`config.mk`:
```
export PLATFORM = sky130hd
export DESIGN_NAME = tnss_status_setup
export DESIGN_NICKNAME = d
export VERILOG_FILES = /design/src/design/tnss_pkg.sv /design/src/design/tnss_timer_if.sv /design/src/design/tnss_timer.sv /design/src/design/tnss_status_setup.sv
export SDC_FILE = /design/constraint.sdc
export NUM_CORES = 1
export LEC_CHECK = 0
export ABC_CLOCK_PERIOD_IN_PS = 2800
export BUFFER_PORTS_ARGS = -buffer_cell sky130_fd_sc_hd__buf_2
export CORE_ASPECT_RATIO = 1.2
export CORE_MARGIN = 2
export CORE_UTILIZATION = 55
export DETAILED_ROUTE_END_ITERATION = 10
export PLACE_DENSITY_LB_ADDON = 0.12
export SETUP_SLACK_MARGIN = 0.15
export SLEW_MARGIN = 20
export SYNTH_ARGS = -nofsm -noshare
export SYNTH_HDL_FRONTEND = slang
export SYNTH_SLANG_ARGS = --single-unit
```
`constraint.sdc`:
```
create_clock -name i_clk_sys -period 2.8 [get_ports i_clk_sys]
set_input_delay 0.14 -clock i_clk_sys [delete_from_list [all_inputs] [get_ports i_clk_sys]]
set_output_delay 0.14 -clock i_clk_sys [all_outputs]
set_load 0.1 [all_outputs]
```
`src/design/tnss_pkg.sv`:
```
// Package for the node status and second setup register bank.
// Assumes a 250 MHz system clock and an 8-bit register port with a 3-bit address.
package tnss_pkg;

	// ----------------------------------------------------------------------
	// Clock and timing
	// ----------------------------------------------------------------------
	localparam int unsigned CLK_MHZ        = 250;
	localparam int unsigned LINE_IDLE_NS   = 41000;
	localparam int unsigned LINE_IDLE_CYC  = LINE_IDLE_NS * CLK_MHZ / 1000;
	localparam int unsigned RECON_SEL0_US  = 420000;
	localparam int unsigned RECON_SEL1_US  = 105000;
	localparam int unsigned RECON_SEL2_NS  = 52500000;
	localparam int unsigned RECON_SEL3_NS  = 26250000;
	localparam int unsigned RECON_SEL0_CYC = RECON_SEL0_US * CLK_MHZ;
	localparam int unsigned RECON_SEL1_CYC = RECON_SEL1_US * CLK_MHZ;
	localparam int unsigned RECON_SEL2_CYC = RECON_SEL2_NS / 1000 * CLK_MHZ;
	localparam int unsigned RECON_SEL3_CYC = RECON_SEL3_NS / 1000 * CLK_MHZ;
	localparam int unsigned RATE_SHIFT_MAX = 5;
	localparam int unsigned TIMER_W        = 32;

	// ----------------------------------------------------------------------
	// Register addresses
	// ----------------------------------------------------------------------
	localparam logic [2:0] ADDR_STATUS   = 3'h0;
	localparam logic [2:0] ADDR_COMMAND  = 3'h1;
	localparam logic [2:0] ADDR_IMR      = 3'h2;
	localparam logic [2:0] ADDR_NODE_ID  = 3'h3;
	localparam logic [2:0] ADDR_CONFIG   = 3'h4;
	localparam logic [2:0] ADDR_SUBSEL   = 3'h5;
	localparam logic [2:0] ADDR_SUBREG   = 3'h7;
	localparam logic [2:0] SUBSEL_NETWORK_SETUP_TWO = 3'h4;

	// ----------------------------------------------------------------------
	// Field positions
	// ----------------------------------------------------------------------
	localparam int unsigned ST_RI           = 7;
	localparam int unsigned ST_POR          = 4;
	localparam int unsigned ST_RECON        = 2;
	localparam int unsigned ST_TA           = 0;
	localparam int unsigned S2_CKUP_LSB     = 0;
	localparam int unsigned S2_FAST_READ    = 2;
	localparam int unsigned S2_ENH_TIMING   = 3;
	localparam int unsigned S2_NO_IDLE_INIT = 4;
	localparam int unsigned S2_RCN_LSB      = 5;
	localparam int unsigned CMD_PAGE_LSB    = 3;

	// ----------------------------------------------------------------------
	// Reset values
	// ----------------------------------------------------------------------
	localparam logic [7:0] CFG_RST     = 8'h18;
	localparam logic [7:0] NETWORK_SETUP_TWO_RST  = 8'h00;
	localparam logic [7:0] IMR_RST     = 8'h00;
	localparam logic [7:0] NODE_ID_RST = 8'h00;
	localparam logic [7:0] STATUS_RST  = 8'h91;

	// ----------------------------------------------------------------------
	// Command opcodes, low three bits of a command write
	// ----------------------------------------------------------------------
	localparam logic [2:0] CMD_DISABLE_TX  = 3'h1;
	localparam logic [2:0] CMD_ENABLE_TX   = 3'h2;
	localparam logic [2:0] CMD_ENABLE_RX   = 3'h3;
	localparam logic [2:0] CMD_CLEAR_FLAGS = 3'h4;
	localparam logic [2:0] CMD_SOFT_RESET  = 3'h5;

endpackage : tnss_pkg

```
`src/design/tnss_timer_if.sv`:
```
// Interface between the register bank and its down-counting timers.
// Assumes both ends run on the system clock.
`timescale 1ns/100ps
interface tnss_timer_if #(
	parameter int unsigned W = 32
);
	logic         restart;
	logic         run;
	logic [W-1:0] period;
	logic         expired;

	modport ctl (output restart, output run, output period, input expired);
	modport tmr (input restart, input run, input period, output expired);
endinterface : tnss_timer_if

```
`src/design/tnss_timer.sv`:
```
// Reloading down-counter that pulses once per elapsed period.
// Assumes period is at least 2 and held stable while the timer runs.
`timescale 1ns/100ps
module tnss_timer #(
	parameter int unsigned W = 32
) (
	input  wire logic i_clk_sys,
	input  wire logic i_rst_n,
	tnss_timer_if.tmr tif
);

	typedef struct packed {
		logic [W-1:0] count;
		logic         expired;
		logic         armed;
	} tnss_tmr_state_t;

	tnss_tmr_state_t s_reg;
	tnss_tmr_state_t s_next;

	if (W < 2 || $bits(tif.period) != W) begin : g_chk
		$error("tnss_timer: width does not match the interface");
	end

	// ----------------------------------------------------------------------
	// Counter
	// ----------------------------------------------------------------------
	always_comb begin
		s_next = s_reg;
		s_next.expired = 1'b0;
		// Leaving reset, a timer loads a whole period before it may fire.
		if (tif.restart || (tif.run && !s_reg.armed)) begin
			s_next.count = tif.period - W'(1);
			s_next.armed = 1'b1;
		end else if (tif.run) begin
			if (s_reg.count == '0) begin
				s_next.expired = 1'b1;
				s_next.count = tif.period - W'(1);
			end else begin
				s_next.count = s_reg.count - W'(1);
			end
		end
	end

	always_ff @(posedge i_clk_sys or negedge i_rst_n) begin
		if (!i_rst_n) begin
			s_reg <= '0;
		end else begin
			s_reg <= s_next;
		end
	end

	assign tif.expired = s_reg.expired;

endmodule : tnss_timer

```
`src/design/tnss_status_setup.sv`:
```
// Node status register, second setup register and their host port.
// Assumes a host on the plain register port and node core logic on the same clock;
// only the receive line input comes from a pin.
//
// Behaviour
// - Setup two is 8-bit RW, sub-addressed.
// - Multiplier select bits choose generated clock.
// - Fast read bit enables fast host reads.
// - Enhanced timing bit picks legacy or new.
// - RAM init waits idle unless override set.
// - Timeout select picks 420/105/52.5/26.25 ms.
// - Timeouts scale with slower data rate; here only the reconfiguration timeout does, not the line idle timeout.
// - Receiver inhibited at reset and after packet.
// - Enable-receive command clears receiver inhibited.
// - Inhibited receiver answers buffer enquiry negatively.
// - Masked inhibited, recon, available raise interrupt.
// - Reset flag: resets or zero node id.
// - Test bit reads zero.
// - Status bits 6 and 5 reserved.
// - Line idle timeout sets reconfiguration flag.
// - Clear-flags command clears reconfiguration flag.
// - Acknowledged non-broadcast transmit sets acknowledged flag.
// - Enable-transmit command clears acknowledged flag.
// - Last byte or disable sets transmitter available.
// - Enable-transmit clears available at next token.
// - Status resets to 1XX1 0001.
// - Config write clears top sub-address bit.
`timescale 1ns/100ps
module tnss_status_setup
	import tnss_pkg::*;
#(
	parameter int unsigned LINE_IDLE_CYCLES = LINE_IDLE_CYC,
	parameter int unsigned RECON_CYCLES_0   = RECON_SEL0_CYC,
	parameter int unsigned RECON_CYCLES_1   = RECON_SEL1_CYC,
	parameter int unsigned RECON_CYCLES_2   = RECON_SEL2_CYC,
	parameter int unsigned RECON_CYCLES_3   = RECON_SEL3_CYC
) (
	input  wire logic       i_clk_sys,
	input  wire logic       i_rst_n,
	input  wire logic [2:0] i_addr,
	input  wire logic [7:0] i_wdata,
	input  wire logic       i_wr,
	input  wire logic       i_rd,
	output logic      [7:0] o_rdata,
	input  wire logic       i_receive_input,
	input  wire logic       i_pkt_stored,
	input  wire logic       i_tx_last_byte,
	input  wire logic       i_tx_acked,
	input  wire logic       i_tx_broadcast,
	input  wire logic       i_token_rcvd,
	input  wire logic       i_fbe_enquiry,
	input  wire logic       i_init_req,
	input  wire logic       i_recon_timer_run,
	input  wire logic [2:0] i_rate_shift,
	output logic            o_irq,
	output logic            o_receiver_inhibited,
	output logic            o_fbe_nak,
	output logic            o_fbe_ack,
	output logic      [1:0] o_clock_multiplier_select,
	output logic            o_fast_read_enable,
	output logic            o_enhanced_timing_enable,
	output logic            o_init_write_go,
	output logic            o_recon_timeout,
	output logic            o_tx_pending,
	output logic      [4:0] o_rx_page,
	output logic      [4:0] o_tx_page,
	output logic      [7:0] o_node_id
);

	// ----------------------------------------------------------------------
	// Parameter checks
	// ----------------------------------------------------------------------
	localparam logic [TIMER_W-1:0] SCALE_LIMIT = {TIMER_W{1'b1}} >> RATE_SHIFT_MAX;

	if (LINE_IDLE_CYCLES < 2) begin : g_chk_idle
		$error("tnss_status_setup: line idle count too small");
	end
	if (RECON_CYCLES_3 < 2 || RECON_CYCLES_2 < 2 || RECON_CYCLES_1 < 2 || RECON_CYCLES_0 < 2) begin : g_chk_rmin
		$error("tnss_status_setup: reconfiguration count too small");
	end
	if (RECON_CYCLES_0 > SCALE_LIMIT || RECON_CYCLES_1 > SCALE_LIMIT) begin : g_chk_rmax
		$error("tnss_status_setup: reconfiguration count overflows when scaled");
	end
	if (RECON_CYCLES_2 > SCALE_LIMIT || RECON_CYCLES_3 > SCALE_LIMIT) begin : g_chk_rmax_short
		$error("tnss_status_setup: reconfiguration count overflows when scaled");
	end
	if (RATE_SHIFT_MAX > 7) begin : g_chk_shift
		$error("tnss_status_setup: rate shift limit does not fit three bits");
	end

	// ----------------------------------------------------------------------
	// State
	// ----------------------------------------------------------------------
	typedef struct packed {
		logic       rx_meta;
		logic       rx_sync;
		logic [2:0] subsel;
		logic [7:0] cfg;
		logic [7:0] network_setup_two;
		logic [7:0] interrupt_mask_register;
		logic [7:0] node_id;
		logic       ri;
		logic       por;
		logic       recon;
		logic       tma;
		logic       ta;
		logic       tx_pending;
		logic [4:0] rx_page;
		logic [4:0] tx_page;
		logic [7:0] rdata;
		logic       irq;
		logic       fbe_nak;
		logic       fbe_ack;
		logic       init_go;
		logic       recon_timeout;
	} tnss_state_t;

	localparam tnss_state_t S_RST = '{
		rx_meta:       1'b0,
		rx_sync:       1'b0,
		subsel:        3'h0,
		cfg:           CFG_RST,
		network_setup_two:        NETWORK_SETUP_TWO_RST,
		interrupt_mask_register:           IMR_RST,
		node_id:       NODE_ID_RST,
		ri:            STATUS_RST[ST_RI],
		por:           STATUS_RST[ST_POR],
		recon:         STATUS_RST[ST_RECON],
		tma:           1'b0,
		ta:            STATUS_RST[ST_TA],
		tx_pending:    1'b0,
		rx_page:       5'h00,
		tx_page:       5'h00,
		rdata:         8'h00,
		irq:           1'b0,
		fbe_nak:       1'b0,
		fbe_ack:       1'b0,
		init_go:       1'b0,
		recon_timeout: 1'b0
	};

	tnss_state_t s_reg;
	tnss_state_t s_next;

	logic [7:0]         status_v;
	logic [2:0]         rate_shift;
	logic [TIMER_W-1:0] recon_base;

	tnss_timer_if #(.W(TIMER_W)) idle_if ();
	tnss_timer_if #(.W(TIMER_W)) recon_if ();

	// ----------------------------------------------------------------------
	// Status view
	// ----------------------------------------------------------------------
	// Bits 6 and 5 are reserved and bit 3 is the test bit; all read as zero.
	assign status_v = {s_reg.ri, 2'b00, s_reg.por, 1'b0, s_reg.recon, s_reg.tma, s_reg.ta};

	// ----------------------------------------------------------------------
	// Timers
	// ----------------------------------------------------------------------
	// Any high level on the synchronised receive line restarts the idle timer.
	assign idle_if.restart = s_reg.rx_sync;
	assign idle_if.run     = 1'b1;
	assign idle_if.period  = TIMER_W'(LINE_IDLE_CYCLES);

	always_comb begin
		case (s_reg.network_setup_two[S2_RCN_LSB +: 2])
			2'b00:   recon_base = TIMER_W'(RECON_CYCLES_0);
			2'b01:   recon_base = TIMER_W'(RECON_CYCLES_1);
			2'b10:   recon_base = TIMER_W'(RECON_CYCLES_2);
			default: recon_base = TIMER_W'(RECON_CYCLES_3);
		endcase
	end

	// Slower data rates stretch the period by the same power of two, up to a shift of RATE_SHIFT_MAX.
	assign rate_shift       = (i_rate_shift > 3'(RATE_SHIFT_MAX)) ? 3'(RATE_SHIFT_MAX) : i_rate_shift;
	assign recon_if.restart = i_token_rcvd;
	assign recon_if.run     = i_recon_timer_run;
	assign recon_if.period  = recon_base << rate_shift;

	tnss_timer #(.W(TIMER_W)) u_idle_timer (
		.i_clk_sys (i_clk_sys),
		.i_rst_n   (i_rst_n),
		.tif       (idle_if)
	);

	tnss_timer #(.W(TIMER_W)) u_recon_timer (
		.i_clk_sys (i_clk_sys),
		.i_rst_n   (i_rst_n),
		.tif       (recon_if)
	);

	// ----------------------------------------------------------------------
	// Next state
	// ----------------------------------------------------------------------
	always_comb begin
		s_next = s_reg;
		s_next.rx_meta = i_receive_input;
		s_next.rx_sync = s_reg.rx_meta;
		s_next.rdata = 8'h00;
		s_next.fbe_nak = 1'b0;
		s_next.fbe_ack = 1'b0;

		// Host writes; clears come first so events below win, except a token in a disable or soft-reset cycle and a packet stored while inhibited.
		if (i_wr) begin
			case (i_addr)
				ADDR_IMR: begin
					s_next.interrupt_mask_register = i_wdata;
				end
				ADDR_NODE_ID: begin
					s_next.node_id = i_wdata;
					if (i_wdata == 8'h00) begin
						s_next.por = 1'b1;
					end
				end
				ADDR_CONFIG: begin
					s_next.cfg = i_wdata;
					s_next.subsel = {1'b0, i_wdata[1:0]};
				end
				ADDR_SUBSEL: begin
					s_next.subsel = i_wdata[2:0];
				end
				ADDR_SUBREG: begin
					if (s_reg.subsel == SUBSEL_NETWORK_SETUP_TWO) begin
						s_next.network_setup_two = i_wdata;
					end
				end
				ADDR_COMMAND: begin
					case (i_wdata[2:0])
						CMD_DISABLE_TX: begin
							s_next.ta = 1'b1;
							s_next.tx_pending = 1'b0;
						end
						CMD_ENABLE_TX: begin
							s_next.tma = 1'b0;
							s_next.tx_pending = 1'b1;
							s_next.tx_page = i_wdata[CMD_PAGE_LSB +: 5];
						end
						CMD_ENABLE_RX: begin
							s_next.ri = 1'b0;
							s_next.rx_page = i_wdata[CMD_PAGE_LSB +: 5];
						end
						CMD_CLEAR_FLAGS: begin
							s_next.por = 1'b0;
							s_next.recon = 1'b0;
						end
						CMD_SOFT_RESET: begin
							s_next.ri = STATUS_RST[ST_RI];
							s_next.por = STATUS_RST[ST_POR];
							s_next.recon = STATUS_RST[ST_RECON];
							s_next.tma = 1'b0;
							s_next.ta = STATUS_RST[ST_TA];
							s_next.tx_pending = 1'b0;
						end
						default: begin
						end
					endcase
				end
				// The status address takes no write at all.
				default: begin
				end
			endcase
		end

		// Node events.
		if (i_pkt_stored && !s_reg.ri) begin
			s_next.ri = 1'b1;
		end
		if (idle_if.expired) begin
			s_next.recon = 1'b1;
		end
		if (i_tx_acked && !i_tx_broadcast) begin
			s_next.tma = 1'b1;
		end
		// A disable command in the token's cycle cancels the pending send,
		// so the transmitter stays available.
		if (i_token_rcvd && s_reg.tx_pending && s_next.tx_pending) begin
			s_next.ta = 1'b0;
			s_next.tx_pending = 1'b0;
		end
		if (i_tx_last_byte) begin
			s_next.ta = 1'b1;
		end

		// A free buffer enquiry is refused while reception is inhibited.
		if (i_fbe_enquiry) begin
			s_next.fbe_nak = s_reg.ri;
			s_next.fbe_ack = !s_reg.ri;
		end

		// Host reads; none of them alters a flag.
		if (i_rd) begin
			case (i_addr)
				ADDR_STATUS:  s_next.rdata = status_v;
				ADDR_IMR:     s_next.rdata = s_reg.interrupt_mask_register;
				ADDR_NODE_ID: s_next.rdata = s_reg.node_id;
				ADDR_CONFIG:  s_next.rdata = {s_reg.cfg[7:2], s_reg.subsel[1:0]};
				ADDR_SUBSEL:  s_next.rdata = {5'h00, s_reg.subsel};
				ADDR_SUBREG:  s_next.rdata = (s_reg.subsel == SUBSEL_NETWORK_SETUP_TWO) ? s_reg.network_setup_two : 8'h00;
				default:      s_next.rdata = 8'h00;
			endcase
		end

		s_next.init_go = i_init_req && (!s_reg.rx_sync || s_reg.network_setup_two[S2_NO_IDLE_INIT]);
		s_next.recon_timeout = recon_if.expired;
		s_next.irq = (s_next.ri & s_next.interrupt_mask_register[ST_RI])
			| (s_next.recon & s_next.interrupt_mask_register[ST_RECON])
			| (s_next.ta & s_next.interrupt_mask_register[ST_TA]);
	end

	// ----------------------------------------------------------------------
	// State register
	// ----------------------------------------------------------------------
	always_ff @(posedge i_clk_sys or negedge i_rst_n) begin
		if (!i_rst_n) begin
			s_reg <= S_RST;
		end else begin
			s_reg <= s_next;
		end
	end

	// ----------------------------------------------------------------------
	// Outputs
	// ----------------------------------------------------------------------
	assign o_rdata                   = s_reg.rdata;
	assign o_irq                     = s_reg.irq;
	assign o_receiver_inhibited      = s_reg.ri;
	assign o_fbe_nak                 = s_reg.fbe_nak;
	assign o_fbe_ack                 = s_reg.fbe_ack;
	assign o_clock_multiplier_select = s_reg.network_setup_two[S2_CKUP_LSB +: 2];
	assign o_fast_read_enable        = s_reg.network_setup_two[S2_FAST_READ];
	assign o_enhanced_timing_enable  = s_reg.network_setup_two[S2_ENH_TIMING];
	assign o_init_write_go           = s_reg.init_go;
	assign o_recon_timeout           = s_reg.recon_timeout;
	assign o_tx_pending              = s_reg.tx_pending;
	assign o_rx_page                 = s_reg.rx_page;
	assign o_tx_page                 = s_reg.tx_page;
	assign o_node_id                 = s_reg.node_id;

endmodule : tnss_status_setup

```
==> metrics.cfg <==
[outcome]
status=finished clean

[timing]
min_period_ns=2.60
maxSlewHeadroom_pct=44.9
hold_viol=0
period_share_pct=92.7
timing.hold.ws_ns=0.0461
worstMarginPinSlew_ns=0.826
slew_viol_final=0
finalSetupTns_ns=0
max_freq_mhz=385
clock_skew_ns=0.0136
rsz0062_at_grt=no
setup_viol=0

[pwr]
vdd_ir_drop_max_mv=0.698
leakage_nw=3.93
p_total_mw=6.10
powerDensity_nw_per_um2=673

[clocking]
clockBufferDepth=2
root_buffer=clkbuf_16
numCtsBuffers=17
cts_tree=yes
clock_sinks=132
worstSkewPairLatency_ns=0.43
clkTransAtPathRegs_ns=0.06
cts-htree-levels=4

[floorplan]
fp.dieW_um=113
std_cell_rows=47
initial_core_util_pct=56.5
ios=64
fp.coreArea_um2=13800
die-area_um2=15200
die_h_um=134

[grt]
grt_max_degree=72
grt_pass1_wl_um=34400
grt_overflow=0
grt_pass1_vias=6769
antenna_found_initial=0
grt_use_total_pct=28.6

[final_layout]
nets=970
antenna_cells=0
n_fill_cell=1122
area_delta_synth_final_pct=16.2
stdcell_count=1118
layout-drive-gt1-share_pct=24.0
utilization_pct=65.6

[logic_synthesis]
yosysTopAreaCellShare_pct=40.7
synth_area_um2=7800
synthFlopType=dfrtp_1
synth_top_family_by_area=simple AND/OR/NAND/NOR gates
synthTopCellsByCount=dfrtp_1 (127), nor2_1 (119), nand2_1 (81), o21ai_0 (53), a21oi_1 (46)
synth_seq_cells=132
yosys-top-cells-area=dfrtp_1 (41%), mux2_2 (6.2%), nor2_1 (5.7%)
synth_area_per_cell_um2=8.92
async_flop_share_pct=100
postSynthCellCount=875
yosysUniqueCellTypes=74
synth_compound_gate_area_share_pct=17.2
ys.warnings.count=0
syn_nets=911
synth_edf_count=0
ys_seq_area_share_pct=42.4
synth_mux_area_share_pct=6.97
synth_fa_ha_area_share_pct=1.44
synth.largest_area_cell=dfrtp_1
synth-xor-area-share_pct=4.04
post_synth_and_or_nand_nor_area_fraction_pct=21.6
synthMostInstantiatedCell=dfrtp_1

[worst_setup_path]
critPathRequiredTime_ns=3.12
crit_chain=inv_2 -> ha_4 -> or4b_4 -> nor4_4 -> nand4b_1 -> buf_4 -> buf_4 -> o21bai_4 -> o21ai_0 -> a21oi_1 -> nand2_1
critPathSlowestCell=or4b_4
path_common_cell=buf_4
cpLargestDelayFamily=simple AND/OR/NAND/NOR gates
crit_type=reg2reg
max_stage_delay_ns=0.47
cp_max_fo=4
critPathArrivalTime_ns=2.92
setup.worst_path.end_class=flip-flop
start_kind=flip-flop
cp.buffers_inverters=3

[drt]
drc=0
dr.pass1.iters=7
ant_nets=0
wl_per_cell_um=19.1
routed_wl_um=21300
vias=6935
drtIter0Drc=618
post_drt_via_cell_ratio=6.20

[job]
max-cap-violations=0

[worst_hold_path]
hp-class=in2reg

[placed_design]
dpl.hpwl_um=15000
place_congestion=0.963
port_buffers=63
dp_cells=1072

-- through the flow --
stage / setup WS (ns) / instance area (um2)
3_5_place_dp: 0.152 / 8240
6_report: 0.203 / 9060
4_1_cts: 0.174 / 8880
3_3_place_gp: 0.244 / 8240
5_1_grt: 0.111 / 9060
2_1_floorplan: 0.292 / 7800
-- layout by cell type (no fill, tap or decap), types with 11 or more instances in the layout --
cell type	count
inv_1	15
nor3_1	33
mux2_2	43
or3_1	11
o21ai_0	50
buf_2	62
xor2_1	13
xnor2_1	23
buf_4	43
clkbuf_16	17
a21oi_1	44
nor4_1	13
dfrtp_1	127
nand2_1	80
nand3_1	21
nor2_1	119
-- worst paths after layout --
kind                                                start                 endpoint  slack, ns  depth (start not counted)
worst min-delay path                           i_wdata[3]             o_tx_page[0]       0.05                          2
worst max register to register     u_recon_timer.s_reg[2]  u_recon_timer.s_reg[23]       0.20                         11
max in group asynchronous                         i_rst_n             o_node_id[1]       1.81                          3
worst min register to register  u_recon_timer.tif.expired          o_recon_timeout       0.35                          0
min in group asynchronous                         i_rst_n  u_recon_timer.s_reg[31]       0.30                          2
worst max-delay path               u_recon_timer.s_reg[2]  u_recon_timer.s_reg[23]       0.20                         11
-- where the power goes --
part / switching [mW] / leakage [nW] / internal [mW]
Sequential: 0.182 / 1.66 / 2.13
Combinational: 1.15 / 1.99 / 0.500
Clock: 0.934 / 0.279 / 1.21
-- cells by family after synthesis --
| group | Yosys count |
|---|---|
| AO/OA/AOI/OAI | 205 |
| XOR/XNOR | 36 |
| adder cells (fa/ha/maj) | 9 |
| buffers and inverters | 95 |
| flip-flops | 132 |
| multiplexers | 49 |
| other | 1 |
| AND/OR/NAND/NOR | 348 |
-- area by class of cell --
class                   count  area (um2)  share of cell area, %
inverters                  17        63.8                  0.704
flip-flops and latches    132        3310                   36.5
repair buffers            118         787                   8.68
clock buffers              19         453                   5.00
multi-input cells         648        4120                   45.5
clock inverters            13         114                   1.26
well taps                 171         214                   2.36
-- what timing repair did --
action | in CTS | in global routing
endpoints found under the setup margin | 1 | 51
pin swaps | 0 | 8
hold buffers | 7 | 0
buffers inserted | 0 | 7
hold endpoints to repair | 70 | 0
resized for setup | 1 | 31
-- per-layer routing --
layer	GRT usage (%)	up-vias	wire [um]
li1	-	3237	-
met4	11.9	0	695
met3	5.83	63	1240
met1	37.4	3347	8950
met2	46.5	288	10400
met5	0	-	0
No activity file was read; power rests on OpenSTA's default activity.
